`src/atc_pkg.sv`:
```
package atc_pkg;

  // ---------------------------------------------------------------
  // Bus geometry
  // ---------------------------------------------------------------
  localparam int ATC_ADDR_W = 9;
  localparam int ATC_DATA_W = 32;
  localparam int ATC_BE_W = 4;
  localparam int ATC_REG_W = 8;
  localparam int ATC_IDX_W = 7;
  localparam logic [1:0] ATC_WORD_ALIGN = 2'h0;

  // ---------------------------------------------------------------
  // Register indices, byte address is four times the index
  // ---------------------------------------------------------------
  localparam logic [ATC_IDX_W-1:0] ATC_IDX_DETECT_CTRL = 7'h57;
  localparam logic [ATC_IDX_W-1:0] ATC_IDX_ATTACK_TIME = 7'h59;
  localparam logic [ATC_IDX_W-1:0] ATC_IDX_DECAY_TIME = 7'h5A;
  localparam logic [ATC_IDX_W-1:0] ATC_IDX_NOISE_DEBOUNCE = 7'h5B;
  localparam logic [ATC_IDX_W-1:0] ATC_IDX_SIGNAL_DEBOUNCE = 7'h5C;
  localparam logic [ATC_IDX_W-1:0] ATC_IDX_STATUS = 7'h70;

  localparam logic [ATC_REG_W-1:0] ATC_RST_TIME = 8'h00;
  localparam logic [ATC_REG_W-1:0] ATC_RST_DEBOUNCE = 8'h00;
  localparam logic [ATC_REG_W-1:0] ATC_RST_DETECT_CTRL = 8'h00;

  // ---------------------------------------------------------------
  // Field layouts
  // ---------------------------------------------------------------
  localparam int ATC_TIME_CODE_MSB = 7;
  localparam int ATC_TIME_CODE_LSB = 3;
  localparam int ATC_TIME_MULT_MSB = 2;
  localparam int ATC_TIME_MULT_LSB = 0;
  localparam int ATC_NOISE_CODE_MSB = 4;
  localparam int ATC_SIGNAL_CODE_MSB = 3;
  localparam int ATC_THRESH_MSB = 5;
  localparam int ATC_THRESH_LSB = 1;
  localparam int ATC_STAT_NOISE_QUIET = 0;
  localparam int ATC_STAT_SIGNAL_HOLD = 1;
  localparam int ATC_STAT_DETECT_EN = 2;

  // ---------------------------------------------------------------
  // Timing scales, in ADC sample periods
  // ---------------------------------------------------------------
  localparam int ATC_PERIOD_W = 22;
  localparam int ATC_DEB_W = 17;
  localparam int ATC_ATTACK_BASE_SHIFT = 5;
  localparam int ATC_DECAY_BASE_SHIFT = 9;
  localparam int ATC_NOISE_POW_LAST = 11;
  localparam int ATC_NOISE_MULT_OFS = 9;
  localparam int ATC_NOISE_MULT_MAX = 20;
  localparam int ATC_NOISE_UNIT_SHIFT = 12;
  localparam int ATC_SIGNAL_POW_LAST = 10;
  localparam int ATC_SIGNAL_MULT_OFS = 8;
  localparam int ATC_SIGNAL_MULT_MAX = 5;
  localparam int ATC_SIGNAL_UNIT_SHIFT = 11;
  localparam logic [ATC_DEB_W-1:0] ATC_POW_SEED = 17'h00002;

endpackage

```
`src/atc_sample_timer.sv`:
```
`timescale 1ns/100ps
module atc_sample_timer #(
  parameter int W = 22,
  parameter bit PERIODIC = 1'b0
) (
  input wire logic clock_i,
  input wire logic rst_b_i,
  input wire logic run_i,
  input wire logic tick_i,
  input wire logic [W-1:0] limit_i,
  output logic hit_o
);

  logic [W-1:0] count_reg;
  logic [W-1:0] count_next;
  logic hit_reg;
  logic hit_next;
  logic [W-1:0] count_inc;

  assign count_inc = W'(count_reg + W'(1));
  assign hit_o = hit_reg;

  // ---------------------------------------------------------------
  // Sample counter
  // ---------------------------------------------------------------
  always_comb begin
    count_next = count_reg;
    hit_next = hit_reg;
    if (!run_i) begin
      // Broken condition restarts the count
      count_next = '0;
      hit_next = 1'b0;
    end else if (PERIODIC) begin
      hit_next = 1'b0;
      if (tick_i) begin
        if (count_inc >= limit_i) begin
          count_next = '0;
          hit_next = 1'b1;
        end else begin
          count_next = count_inc;
        end
      end
    end else begin
      // Level stays up while the condition keeps holding
      if (count_reg >= limit_i) begin
        hit_next = 1'b1;
      end else if (tick_i) begin
        count_next = count_inc;
      end
    end
  end

  always_ff @(posedge clock_i) begin
    if (!rst_b_i) begin
      count_reg <= '0;
      hit_reg <= 1'b0;
    end else begin
      count_reg <= count_next;
      hit_reg <= hit_next;
    end
  end

endmodule

```
`src/atc_timing_config.sv`:
```
// Contract
// - Attack bits 7..3 hold code n giving a base attack time of (2n+1)*32 sample periods.
// - Attack bits 2..0 hold m, and the base attack time is multiplied by 2 to the m.
// - Decay bits 7..3 hold code n giving a base decay time of (2n+1)*512 sample periods.
// - Decay bits 2..0 hold m, and the base decay time is multiplied by 2 to the m.
// - Noise debounce bits 4..0 select 0,4,8,16,32, then powers of two to 4096, then multiples of 4096 up to 20.
// - Signal debounce bits 3..0 select 0,4,8,16,32, then powers of two to 2048, then 3, 4 and 5 times 2048.
// - A zero noise threshold disables noise detection, so the noise debounce has no effect.
//
// Implementation choice: register access over Avalon-MM.
`timescale 1ns/100ps
module atc_timing_config (
  input wire logic clock_i,
  input wire logic rst_b_i,
  input wire logic [atc_pkg::ATC_ADDR_W-1:0] avs_address_i,
  input wire logic avs_read_i,
  input wire logic avs_write_i,
  input wire logic [atc_pkg::ATC_DATA_W-1:0] avs_writedata_i,
  input wire logic [atc_pkg::ATC_BE_W-1:0] avs_byteenable_i,
  output logic [atc_pkg::ATC_DATA_W-1:0] avs_readdata_o,
  output logic avs_waitrequest_o,
  input wire logic sample_tick_i,
  input wire logic below_noise_i,
  input wire logic signal_present_i,
  output logic attack_tick_o,
  output logic decay_tick_o,
  output logic noise_quiet_o,
  output logic signal_hold_o,
  output logic noise_detect_en_o,
  output logic [atc_pkg::ATC_PERIOD_W-1:0] attack_len_o,
  output logic [atc_pkg::ATC_PERIOD_W-1:0] decay_len_o
);
  import atc_pkg::*;

  // ---------------------------------------------------------------
  // Decoders
  // ---------------------------------------------------------------
  function automatic logic [ATC_PERIOD_W-1:0] time_len(input logic [ATC_REG_W-1:0] r, input int base_shift);
    logic [ATC_PERIOD_W-1:0] odd;
    odd = ATC_PERIOD_W'({r[ATC_TIME_CODE_MSB:ATC_TIME_CODE_LSB], 1'b1});
    // (2n+1) * base, then the power-of-two multiplier
    return (odd << base_shift) << r[ATC_TIME_MULT_MSB:ATC_TIME_MULT_LSB];
  endfunction

  function automatic logic [ATC_DEB_W-1:0] deb_len(input logic [4:0] c, input int pow_last,
                                                     input int mult_ofs, input int mult_max, input int unit_shift);
    int mult;
    mult = 0;
    if (c == 5'h00) begin
      return '0;
    end else if (int'(c) <= pow_last) begin
      return ATC_POW_SEED << c;
    end else begin
      mult = int'(c) - mult_ofs;
      if (mult > mult_max) begin
        mult = mult_max;
      end
      return ATC_DEB_W'(mult << unit_shift);
    end
  endfunction

  // ---------------------------------------------------------------
  // Register file state
  // ---------------------------------------------------------------
  logic [ATC_REG_W-1:0] attack_time_reg;
  logic [ATC_REG_W-1:0] attack_time_next;
  logic [ATC_REG_W-1:0] decay_time_reg;
  logic [ATC_REG_W-1:0] decay_time_next;
  logic [ATC_REG_W-1:0] noise_deb_reg;
  logic [ATC_REG_W-1:0] noise_deb_next;
  logic [ATC_REG_W-1:0] signal_deb_reg;
  logic [ATC_REG_W-1:0] signal_deb_next;
  logic [ATC_REG_W-1:0] detect_ctrl_reg;
  logic [ATC_REG_W-1:0] detect_ctrl_next;
  logic waitrequest_reg;
  logic waitrequest_next;
  logic [ATC_DATA_W-1:0] readdata_reg;
  logic [ATC_DATA_W-1:0] readdata_next;

  logic [ATC_IDX_W-1:0] idx;
  logic aligned;
  logic wr_fire;
  logic [ATC_REG_W-1:0] status_byte;

  assign idx = avs_address_i[ATC_ADDR_W-1:2];
  assign aligned = (avs_address_i[1:0] == ATC_WORD_ALIGN);
  // Write lands on the edge where the master sees waitrequest low
  assign wr_fire = avs_write_i && !waitrequest_reg && aligned && avs_byteenable_i[0];

  // ---------------------------------------------------------------
  // Avalon slave, one wait state per access
  // ---------------------------------------------------------------
  always_comb begin
    waitrequest_next = 1'b1;
    readdata_next = readdata_reg;
    if ((avs_read_i || avs_write_i) && waitrequest_reg) begin
      waitrequest_next = 1'b0;
      readdata_next = '0;
      if (avs_read_i && aligned) begin
        unique case (idx)
          ATC_IDX_ATTACK_TIME: readdata_next = ATC_DATA_W'(attack_time_reg);
          ATC_IDX_DECAY_TIME: readdata_next = ATC_DATA_W'(decay_time_reg);
          ATC_IDX_NOISE_DEBOUNCE: readdata_next = ATC_DATA_W'(noise_deb_reg);
          ATC_IDX_SIGNAL_DEBOUNCE: readdata_next = ATC_DATA_W'(signal_deb_reg);
          ATC_IDX_DETECT_CTRL: readdata_next = ATC_DATA_W'(detect_ctrl_reg);
          ATC_IDX_STATUS: readdata_next = ATC_DATA_W'(status_byte);
          default: readdata_next = '0;
        endcase
      end
    end
  end

  always_comb begin
    attack_time_next = attack_time_reg;
    decay_time_next = decay_time_reg;
    noise_deb_next = noise_deb_reg;
    signal_deb_next = signal_deb_reg;
    detect_ctrl_next = detect_ctrl_reg;
    if (wr_fire) begin
      unique case (idx)
        ATC_IDX_ATTACK_TIME: attack_time_next = avs_writedata_i[ATC_REG_W-1:0];
        ATC_IDX_DECAY_TIME: decay_time_next = avs_writedata_i[ATC_REG_W-1:0];
        ATC_IDX_NOISE_DEBOUNCE: noise_deb_next = avs_writedata_i[ATC_REG_W-1:0];
        ATC_IDX_SIGNAL_DEBOUNCE: signal_deb_next = avs_writedata_i[ATC_REG_W-1:0];
        ATC_IDX_DETECT_CTRL: detect_ctrl_next = avs_writedata_i[ATC_REG_W-1:0];
        default: begin
        end
      endcase
    end
  end

  always_ff @(posedge clock_i) begin
    if (!rst_b_i) begin
      attack_time_reg <= ATC_RST_TIME;
      decay_time_reg <= ATC_RST_TIME;
      noise_deb_reg <= ATC_RST_DEBOUNCE;
      signal_deb_reg <= ATC_RST_DEBOUNCE;
      detect_ctrl_reg <= ATC_RST_DETECT_CTRL;
      waitrequest_reg <= 1'b1;
      readdata_reg <= '0;
    end else begin
      attack_time_reg <= attack_time_next;
      decay_time_reg <= decay_time_next;
      noise_deb_reg <= noise_deb_next;
      signal_deb_reg <= signal_deb_next;
      detect_ctrl_reg <= detect_ctrl_next;
      waitrequest_reg <= waitrequest_next;
      readdata_reg <= readdata_next;
    end
  end

  assign avs_waitrequest_o = waitrequest_reg;
  assign avs_readdata_o = readdata_reg;

  // ---------------------------------------------------------------
  // Decoded durations, registered to keep the decode off the counters
  // ---------------------------------------------------------------
  logic [ATC_PERIOD_W-1:0] attack_len_reg;
  logic [ATC_PERIOD_W-1:0] attack_len_next;
  logic [ATC_PERIOD_W-1:0] decay_len_reg;
  logic [ATC_PERIOD_W-1:0] decay_len_next;
  logic [ATC_DEB_W-1:0] noise_len_reg;
  logic [ATC_DEB_W-1:0] noise_len_next;
  logic [ATC_DEB_W-1:0] signal_len_reg;
  logic [ATC_DEB_W-1:0] signal_len_next;
  logic detect_en_reg;
  logic detect_en_next;

  always_comb begin
    attack_len_next = time_len(attack_time_reg, ATC_ATTACK_BASE_SHIFT);
    decay_len_next = time_len(decay_time_reg, ATC_DECAY_BASE_SHIFT);
    // Upper reserved bits are stored but never decoded
    noise_len_next = deb_len(noise_deb_reg[ATC_NOISE_CODE_MSB:0], ATC_NOISE_POW_LAST, ATC_NOISE_MULT_OFS,
                             ATC_NOISE_MULT_MAX, ATC_NOISE_UNIT_SHIFT);
    signal_len_next = deb_len({1'b0, signal_deb_reg[ATC_SIGNAL_CODE_MSB:0]}, ATC_SIGNAL_POW_LAST,
                              ATC_SIGNAL_MULT_OFS, ATC_SIGNAL_MULT_MAX, ATC_SIGNAL_UNIT_SHIFT);
    detect_en_next = (detect_ctrl_reg[ATC_THRESH_MSB:ATC_THRESH_LSB] != '0);
  end

  always_ff @(posedge clock_i) begin
    if (!rst_b_i) begin
      attack_len_reg <= '0;
      decay_len_reg <= '0;
      noise_len_reg <= '0;
      signal_len_reg <= '0;
      detect_en_reg <= 1'b0;
    end else begin
      attack_len_reg <= attack_len_next;
      decay_len_reg <= decay_len_next;
      noise_len_reg <= noise_len_next;
      signal_len_reg <= signal_len_next;
      detect_en_reg <= detect_en_next;
    end
  end

  assign attack_len_o = attack_len_reg;
  assign decay_len_o = decay_len_reg;
  assign noise_detect_en_o = detect_en_reg;

  // ---------------------------------------------------------------
  // Timers
  // ---------------------------------------------------------------
  logic timers_live;
  logic noise_run;
  logic noise_hit;
  logic signal_hit;

  // Attack and decay timers wait one cycle after reset so the decoded lengths are valid
  assign timers_live = (attack_len_reg != '0);
  // Noise detection off means the noise debounce never fires
  assign noise_run = below_noise_i && detect_en_reg;

  atc_sample_timer #(
    .W(ATC_PERIOD_W),
    .PERIODIC(1'b1)
  ) u_attack (
    .clock_i(clock_i),
    .rst_b_i(rst_b_i),
    .run_i(timers_live),
    .tick_i(sample_tick_i),
    .limit_i(attack_len_reg),
    .hit_o(attack_tick_o)
  );

  atc_sample_timer #(
    .W(ATC_PERIOD_W),
    .PERIODIC(1'b1)
  ) u_decay (
    .clock_i(clock_i),
    .rst_b_i(rst_b_i),
    .run_i(timers_live),
    .tick_i(sample_tick_i),
    .limit_i(decay_len_reg),
    .hit_o(decay_tick_o)
  );

  atc_sample_timer #(
    .W(ATC_DEB_W),
    .PERIODIC(1'b0)
  ) u_noise (
    .clock_i(clock_i),
    .rst_b_i(rst_b_i),
    .run_i(noise_run),
    .tick_i(sample_tick_i),
    .limit_i(noise_len_reg),
    .hit_o(noise_hit)
  );

  atc_sample_timer #(
    .W(ATC_DEB_W),
    .PERIODIC(1'b0)
  ) u_signal (
    .clock_i(clock_i),
    .rst_b_i(rst_b_i),
    .run_i(signal_present_i),
    .tick_i(sample_tick_i),
    .limit_i(signal_len_reg),
    .hit_o(signal_hit)
  );

  assign noise_quiet_o = noise_hit;
  assign signal_hold_o = signal_hit;

  // ---------------------------------------------------------------
  // Status readback
  // ---------------------------------------------------------------
  always_comb begin
    status_byte = '0;
    status_byte[ATC_STAT_NOISE_QUIET] = noise_hit;
    status_byte[ATC_STAT_SIGNAL_HOLD] = signal_hit;
    status_byte[ATC_STAT_DETECT_EN] = detect_en_reg;
  end

endmodule

```
`config.mk`:
```
export PLATFORM = sky130hd
export DESIGN_NAME = atc_timing_config
export DESIGN_NICKNAME = d
export VERILOG_FILES = /design/src/atc_pkg.sv /design/src/atc_sample_timer.sv /design/src/atc_timing_config.sv
export SDC_FILE = /design/constraint.sdc
export NUM_CORES = 1
export LEC_CHECK = 0
export BUFFER_PORTS_ARGS = -buffer_cell sky130_fd_sc_hd__buf_2
export CORE_AREA = 2 2 155 157
export CTS_BUF_LIST = sky130_fd_sc_hd__clkbuf_4
export DETAILED_ROUTE_END_ITERATION = 6
export DIE_AREA = 0 0 157 159
export GPL_TIMING_DRIVEN = 1
export PLACE_DENSITY = 0.66
export SLEW_MARGIN = 20
export SYNTH_ARGS = -nofsm -noshare
export SYNTH_HDL_FRONTEND = slang
export SYNTH_SLANG_ARGS = --single-unit
```
`constraint.sdc`:
```
create_clock -name clock_i -period 3.8 [get_ports clock_i]
set_input_delay 0 -clock clock_i [delete_from_list [all_inputs] [get_ports clock_i]]
set_output_delay 0 -clock clock_i [all_outputs]
set_load 0.03 [all_outputs]
```
## Yosys cells after proc, flatten, opt, wreduce, memory -nomap -nowiden

Cells that the tools add are included.

- Logic and storage cells: 90
- Output and inout port bits: 82
- Flip-flop bits (word level): 234

- Add/subtract/negate cells: 6
- Shifts and indexed selects: 4
- Bitwise logic cells: 5
- Reduce and logical (&&, ||, !) cells: 28
- Equal/unequal tests: 6
- Muxes and demuxes: 11
- $lt $le $gt $ge: 8

Operators with widths:

| kind | count |
|---|---|
| $pmux 8 s6 | 1 |
| $add 22x1->22 const B | 2 |
| $ge 22x22->1 | 2 |
| $mux 22 | 2 |
| $eq 7x7->1 const B | 6 |
| $add 17x1->17 const B | 2 |
| $ge 17x17->1 | 2 |
| $mux 17 | 2 |
| $mux 32 | 1 |
| $reduce_bool 22->1 | 1 |
| $shl 11x3->22 | 1 |
| $shl 15x3->22 | 1 |
| $reduce_and 2->1 | 10 |
| $shl 2x4->17 const A | 1 |
| $shl 2x5->17 const A | 1 |
| $gt 6x6->1 const B | 1 |
| $logic_and 1x1->1 | 6 |
| $mux 6 | 1 |
| $reduce_or 3->1 | 2 |
| $sub 5x4->6 const B | 1 |
| $gt 5x4->1 const B | 1 |
| $le 5x4->1 const B | 1 |
| $logic_not 5->1 | 1 |
| $mux 5 | 1 |
| 11 further kinds | 18 |

## Longest topological paths before layout

Gate-level depths: netlist (run 1).

- Depth in word-level cells: 5
- Gate-level depth with buffers: 15
- Mapped depth without buffers: 13

## By module

A second synthesis (run 1) with hierarchy kept.

- Cells, all modules: 1,312
- Area, all modules: 11,287.1 µm²

Modules (own cells, without submodules):

| module | area each (µm²) | times used | cells each |
|---|---|---|---|
| atc_timing_config | 5,031.1 | 1 | 558 |
| atc_sample_timer (u_attack ...) | 1,814.2 | 2 | 215 |
| atc_sample_timer (u_noise) | 1,328.8 | 1 | 163 |
| atc_sample_timer (u_signal) | 1,298.7 | 1 | 161 |

## Worst setup path before layout (run 1)

OpenSTA, ideal clock, no wires.

- Path kind: reg2reg
- From: register u_decay.count_reg[0]
- To: register u_decay.count_reg[20]
- Data required time: 3.738 ns
- Path buffers: 1
- Clock period less this slack: 2.993 ns
- Data arrival time: 2.931 ns
- Path slack: 0.807 ns
- Cell stages (with the launch flop): 15
- Path through: dfxtp_1 ha_1 nand3_1 nor2_1 nand3_1 or3_1 xnor2_1 ha_1 a21o_1 a21o_1 a21oi_1 o21a_1 and2_1 clkbuf_1 a32o_1

- Cells in the longest elaborated chain, start to end: 3

RTL lines:

| what | line | RTL |
|---|---|---|
| start: declaration | atc_sample_timer.sv:14 | `logic [W-1:0] count_reg;` |
| start signal: assignment | atc_sample_timer.sv:58 | `count_reg <= count_next;` |
| $add 22x1->22 * | atc_sample_timer.sv:20 | `assign count_inc = W'(count_reg + W'(1));` |
| $ge 22x22->1 | atc_sample_timer.sv:36 | `if (count_inc >= limit_i) begin` |
| $mux 22 * | atc_sample_timer.sv:36 |  |

Mark *: on every way between the ends. The rest lies on a longest branch, timed or not.
A chain may end at the register's enable or synchronous reset.

## Worst setup path in the final report (run 1)

- From: register u_decay.count_reg[0]
- To: register u_decay.count_reg[15]

The elaborated chain is that of the path after synthesis.

==> results of run 1 <==
[stage by stage]
stage,area (um2),setup WS (ns),hold slack (ns)
global route,11290,0.1296,0.08879
detailed placement,10770,0.4615,0.3235
finish,11290,0.3908,0.09439
global placement,10770,0.5239,0.3174
CTS,11280,0.4010,0.06059
floorplan,10480,0.8073,0.1439
[cell type report]
type	instances	area share, %
Tap cell	319	3.537
Antenna cell	1	0.02217
Clock buffer	17	1.131
Sequential cell	190	33.70
Inverter	75	2.494
Multi-Input combinational cell	901	51.96
Timing Repair Buffer	98	5.565
Clock inverter	15	1.585
[final timing paths]
check	from	endpoint	slack, ns	depth (start not counted)
setup / recovery	u_decay.count_reg[0]	u_decay.count_reg[15]	0.39	13
hold / removal	avs_byteenable_i[0]	noise_deb_reg[3]	0.09	5
setup reg to reg	u_decay.count_reg[0]	u_decay.count_reg[15]	0.39	13
hold reg to reg	avs_readdata_o[5]	avs_readdata_o[5]	0.47	2
[cells in the final DEF, fill, tap and decap left out, types with 8 or more instances in the layout]
cell / Yosys / final
and4_1: 8 / 8
xor2_1: 19 / 19
a21o_1: 10 / 10
and2_1: 24 / 24
and3_1: 28 / 28
nand2_1: 99 / 99
mux2_2: 9 / 9
clkbuf_4: 0 / 17
nor3_1: 19 / 19
a31oi_1: 10 / 10
o211ai_1: 8 / 8
ha_1: 69 / 69
mux2i_1: 38 / 38
dlygate4sd3_1: 0 / 21
buf_4: 42 / 13
dfxtp_1: 190 / 190
a32o_2: 8 / 8
nor2b_1: 8 / 8
o21ai_0: 38 / 38
nor4_1: 11 / 11
a211oi_1: 8 / 8
a32o_1: 15 / 15
nand4_1: 30 / 30
conb_1: 1 / 47
a21oi_1: 61 / 61
a22oi_1: 16 / 16
or4_1: 10 / 10
nand2b_1: 11 / 11
inv_1: 74 / 74
buf_2: 3 / 64
xnor2_1: 16 / 16
nand3_1: 43 / 43
nor2_1: 139 / 139
o31ai_1: 14 / 14
[routing by layer]
layer | global-route usage, % | routed length [um] | share of wire, %
met4 | 4.962 | 258 | 1.1
met2 | 29.11 | 10870 | 46
met3 | 2.531 | 903 | 3.8
met1 | 27.48 | 11750 | 49
met5 | 0 | 0 | 0
[worst max-delay path: stages (launching register included)]
cell	delay, ns
dfxtp_1	0.44
ha_1	0.21
nand3_1	0.12
nor2_1	0.28
nand3_1	0.27
or3_1	0.42
xnor2_1	0.15
ha_1	0.18
a21o_1	0.15
a21o_1	0.16
a21oi_1	0.13
o21a_1	0.14
and2_1	0.45
a32o_1	0.24
[report_power, final]
part / switching, mW / internal [mW]
Sequential: 0.00481 / 2.00
Clock: 0.757 / 0.412
Combinational: 0.167 / 0.0537
[cells by family (layout without fill, tap and decap cells)]
kind of cell,after synthesis,after routing,synth area share (%)
mux,48,48,4.817
fa+ha+maj,69,69,8.373
flops,190,190,36.89
other cells,1,48,0.03637
compound gates,233,233,15.82
buf+inv,171,205,7.972
simple gates,469,469,23.12
xor+xnor,35,35,2.973
==> metrics.txt, run 1 <==
DIE WIDTH=157 um; vias in the first global route=7607; clock sink total=190; first-pass GRT wire length=38.28 mm; DR DRC count=0; Util after Layout=48.66%; die area=24960 um2; port bufs=64; Max FO, Critical Path=12; die height=159 um; RSZ-0062 raised after global routing=false; Max-Cap Viols=0; Num CTS Buffers=17; Top FF cell, synth=dfxtp_1; Synth top area share=36.89%; Seq/Total Area, Yosys=36.89%; Startpoint Class=flop; cell taking the most area after synthesis=dfxtp_1; fillers=2262; pin count of the biggest net entering global routing=45; Post-CTS Setup Bufs=0; Syn Area/Cell=8.480 um2; library cells used by synthesis=71; Antenna Nets Post-Route=0; Post-CTS Resized=0; H-tree depth=4; Hold Crit Class=in2reg; peak supply drop=0.0001539 V; Setup TNS=0 ns; YS warnings=0; root buffer cell=clkbuf_4; # IOs=134; post-route minimum period=3.409 ns; GR Overflow Total=0; period utilisation layout=89.72%; Post-Route Skew=0.02129 ns; Worst-Margin Slew=0.9516 ns; register area=3804 um2; number of synthesized register bits=190; initial antenna violation count=1; Initial Utilization=44.46%; Critical Path RT=4.34 ns; row cnt=56; Setup-failing EPs final=0; final wirelength=23.78 mm; Post-synth top cells=190 x dfxtp_1, 139 x nor2_1, 99 x nand2_1; count leader, synth=dfxtp_1; CP Capture Type=flop; Iteration-0 DRC Markers=678; CTS tree=yes; pwr dens=300.9 nW/um2; Post-Synthesis Cell Area=10310 um2; post-DP HPWL=16.92 mm; routability cong.=0.8157; critical path class=reg2reg; cts hold-fix bufs=21; fin nets=1404; area of the multi-input gates=5864 um2; CP arrival=3.95 ns; outcome=finished clean; All-Layer GR Usage=18.81%; drt wl/cell=14.72 um; Area growth syn-to-layout=9.453%; Pwr Total=3.396 mW; Max Slew Vio Count=0; top cells by area, synth=dfxtp_1 37%, ha_1 8.4%, nor2_1 5.1%, mux2i_1 3.7%, nand2_1 3.6%; Final Hold Vio Count=0; EDFF count, synth=0; Vias/cell=5.379; P_leak=4.625 nW; clk buf depth=2; placed insts=1562; Worst-path clk slew=0.16 ns; asr flop ratio synth=0%; core outline area=23190 um2; Via Count=8692; Post-Layout Cell Count=1616; share of cells above drive strength 1=10.73%; Syn Inst Count=1216; Slew headroom=36.44%; fmax=293.3 MHz; DRT Pass-1 Iters=5; clk_lat worst skew=0.59 ns
Power figures use the tool's default switching activity.
==> run 2: changes to the inputs <==
==> constraint.sdc (replaced) <==
create_clock -name clock_i -period 3.8 [get_ports clock_i]
set_input_delay 0.38 -clock clock_i [delete_from_list [all_inputs] [get_ports clock_i]]
set_output_delay 0.38 -clock clock_i [all_outputs]
set_load 0.03 [all_outputs]
==> metrics.txt, run 2 (synthesis results as in run 1) <==
DR WL met2=10.56 mm (-2.9%); worst r2r src=u_decay.count_reg[0]; Worst-Margin Slew=0.9405 ns (-0.01109 ns); H-tree depth=4 (unchanged); post-DP HPWL=16.77 mm (-0.93%); Setup-failing EPs final=0 (unchanged); Startpoint Class=flop; Reg-to-Reg End=u_decay.count_reg[10]; hold path depth=3 (-2); CP arrival=3.95 ns (about the same); core outline area=23190 um2 (unchanged); DIE WIDTH=157 um (unchanged); commonest non-fill, non-tap cell in the layout=dfxtp_1; P_leak=4.532 nW (-2.0%); die area=24960 um2 (unchanged); leading cell types in the layout, fill and taps excluded=190 x dfxtp_1, 139 x nor2_1, 99 x nand2_1, 74 x inv_1, 69 x ha_1; pin count of the biggest net entering global routing=59 (+31%); DR DRC count=0 (unchanged); port bufs=64 (unchanged); final worst setup slack=0.3996 ns (+0.008792 ns); vias in the first global route=7608 (+0.013%); top routing layer used=met4; fin nets=1383 (-1.5%); final wirelength=23.33 mm (-1.9%); outcome=finished clean; post-route minimum period=3.400 ns (-0.008792 ns); CP Capture Type=flop; Post-CTS Resized=0 (unchanged); Worst Hold End=decay_time_reg[6]; Vias/cell=5.400 (+0.40%); # IOs=134 (unchanged); die height=159 um (unchanged); root buffer cell=clkbuf_4; clk buf depth=2 (unchanged); Max-Cap Viols=0 (unchanged); initial antenna violation count=1 (unchanged); Max FO, Critical Path=12 (unchanged); share of cells above drive strength 1=10.91% (+0.19 points); Max Slew Vio Count=0 (unchanged); DRT Pass-1 Iters=5 (unchanged); Antenna Nets Post-Route=0 (unchanged); Iteration-0 DRC Markers=506 (-25%); critical path class=reg2reg; Slew headroom=37.18% (+0.74 points); Hold Crit Class=in2reg; peak supply drop=0.0001861 V (+21%); Worst-path clk slew=0.16 ns (about the same); R2R Setup Slk=0.40 ns (about the same); Area growth syn-to-layout=7.341%; CTS tree=yes; first-pass GRT wire length=37.98 mm (-0.78%); fmax=294.1 MHz (+0.26%); pwr dens=306.2 nW/um2 (+1.8%); Critical Path RT=4.35 ns (about the same); Post-CTS Setup Bufs=0 (unchanged); Final Hold Vio Count=0 (unchanged); R2R cell count=13 (unchanged); routed wl met3=909 um (+0.66%); clock sink total=190 (unchanged); cts hold-fix bufs=0 (-100%); Via Count=8608 (-0.97%); Num CTS Buffers=17 (unchanged); Initial Utilization=44.46% (unchanged); drt wl/cell=14.64 um (-0.55%); fillers=2308 (+2.0%); row cnt=56 (unchanged); Hold Crit Start=avs_writedata_i[6]; GR Overflow Total=0 (unchanged); routability cong.=0.8210 (+0.65%); clk_lat worst skew=0.61 ns (+0.02 ns); All-Layer GR Usage=18.58% (-0.24 points); RSZ-0062 raised after global routing=false; dpl ws=0.4269 ns (-0.03459 ns); Setup TNS=0 ns (unchanged); Post-Route Skew=0.02645 ns (+0.005161 ns); period utilisation layout=89.48% (-0.23 points); met1 wire length=11.57 mm (-1.5%)
## run 2: area by class of cell
type / instances / area, um2 / share of cell area [%]
timing repair buffer: 77 / 417.9 / 3.776
clock buffer: 18 / 135.1 / 1.221
inverter: 75 / 281.5 / 2.544
sequential: 190 / 3804 / 34.37
antenna: 1 / 2.502 / 0.02261
tap: 319 / 399.1 / 3.606
multi-input combinational: 901 / 5864 / 52.98
clock inverter: 13 / 163.9 / 1.481
## run 2: worst max-delay path, stage by stage, from the launching register on
cell and delay [ns]:
dfxtp_1 0.45, ha_1 0.22, nand3_1 0.13, nor2_1 0.26, nand3_1 0.25, or3_1 0.41, xnor2_1 0.15, ha_1 0.19
a21o_1 0.15, a21o_1 0.16, a21oi_1 0.15, o21a_1 0.15, and2_1 0.44, a32o_1 0.23
## run 2: metrics by stage
stage,utilization (%),std cells,power (mW),cell area [um2],hold slack (ns)
final,47.72,1594,3.389,11070,0.08257
after global routing,47.72,1594,3.520,11070,0.05954
after CTS,47.71,1593,3.424,11070,0.03359
after detailed placement,46.42,1562,2.252,10770,0.4441
after global placement,46.42,1562,2.250,10770,0.4425
after floorplan,-,1262,2.228,10480,0.4419
## run 2: worst max path at each step
stage                    startpoint                    end  slack [ns]  depth (start not counted)
2_1_floorplan  u_decay.count_reg[0]  u_decay.count_reg[20]        0.81                         14
3_3_place_gp   u_decay.count_reg[0]   u_decay.count_reg[9]        0.51                         13
3_5_place_dp   u_decay.count_reg[0]  u_decay.count_reg[20]        0.43                         13
4_1_cts        u_decay.count_reg[0]  u_decay.count_reg[10]        0.36                         13
5_1_grt        u_decay.count_reg[0]  u_decay.count_reg[10]        0.08                         13
6_report       u_decay.count_reg[0]  u_decay.count_reg[10]        0.40                         13
## run 2: routing by layer
layer | vias up | global-route usage, %
met3 | 23 | 2.586
li1 | 4352 | -
met4 | 0 | 5.588
met1 | 4063 | 27.22
met5 | - | 0
met2 | 170 | 28.27
## run 2: power breakdown
part           total [mW]  switching (mW)  internal [mW]
clock                1.18           0.714          0.463
combinational       0.207           0.166         0.0411
sequential           2.00         0.00471           2.00
total                3.39           0.885           2.50
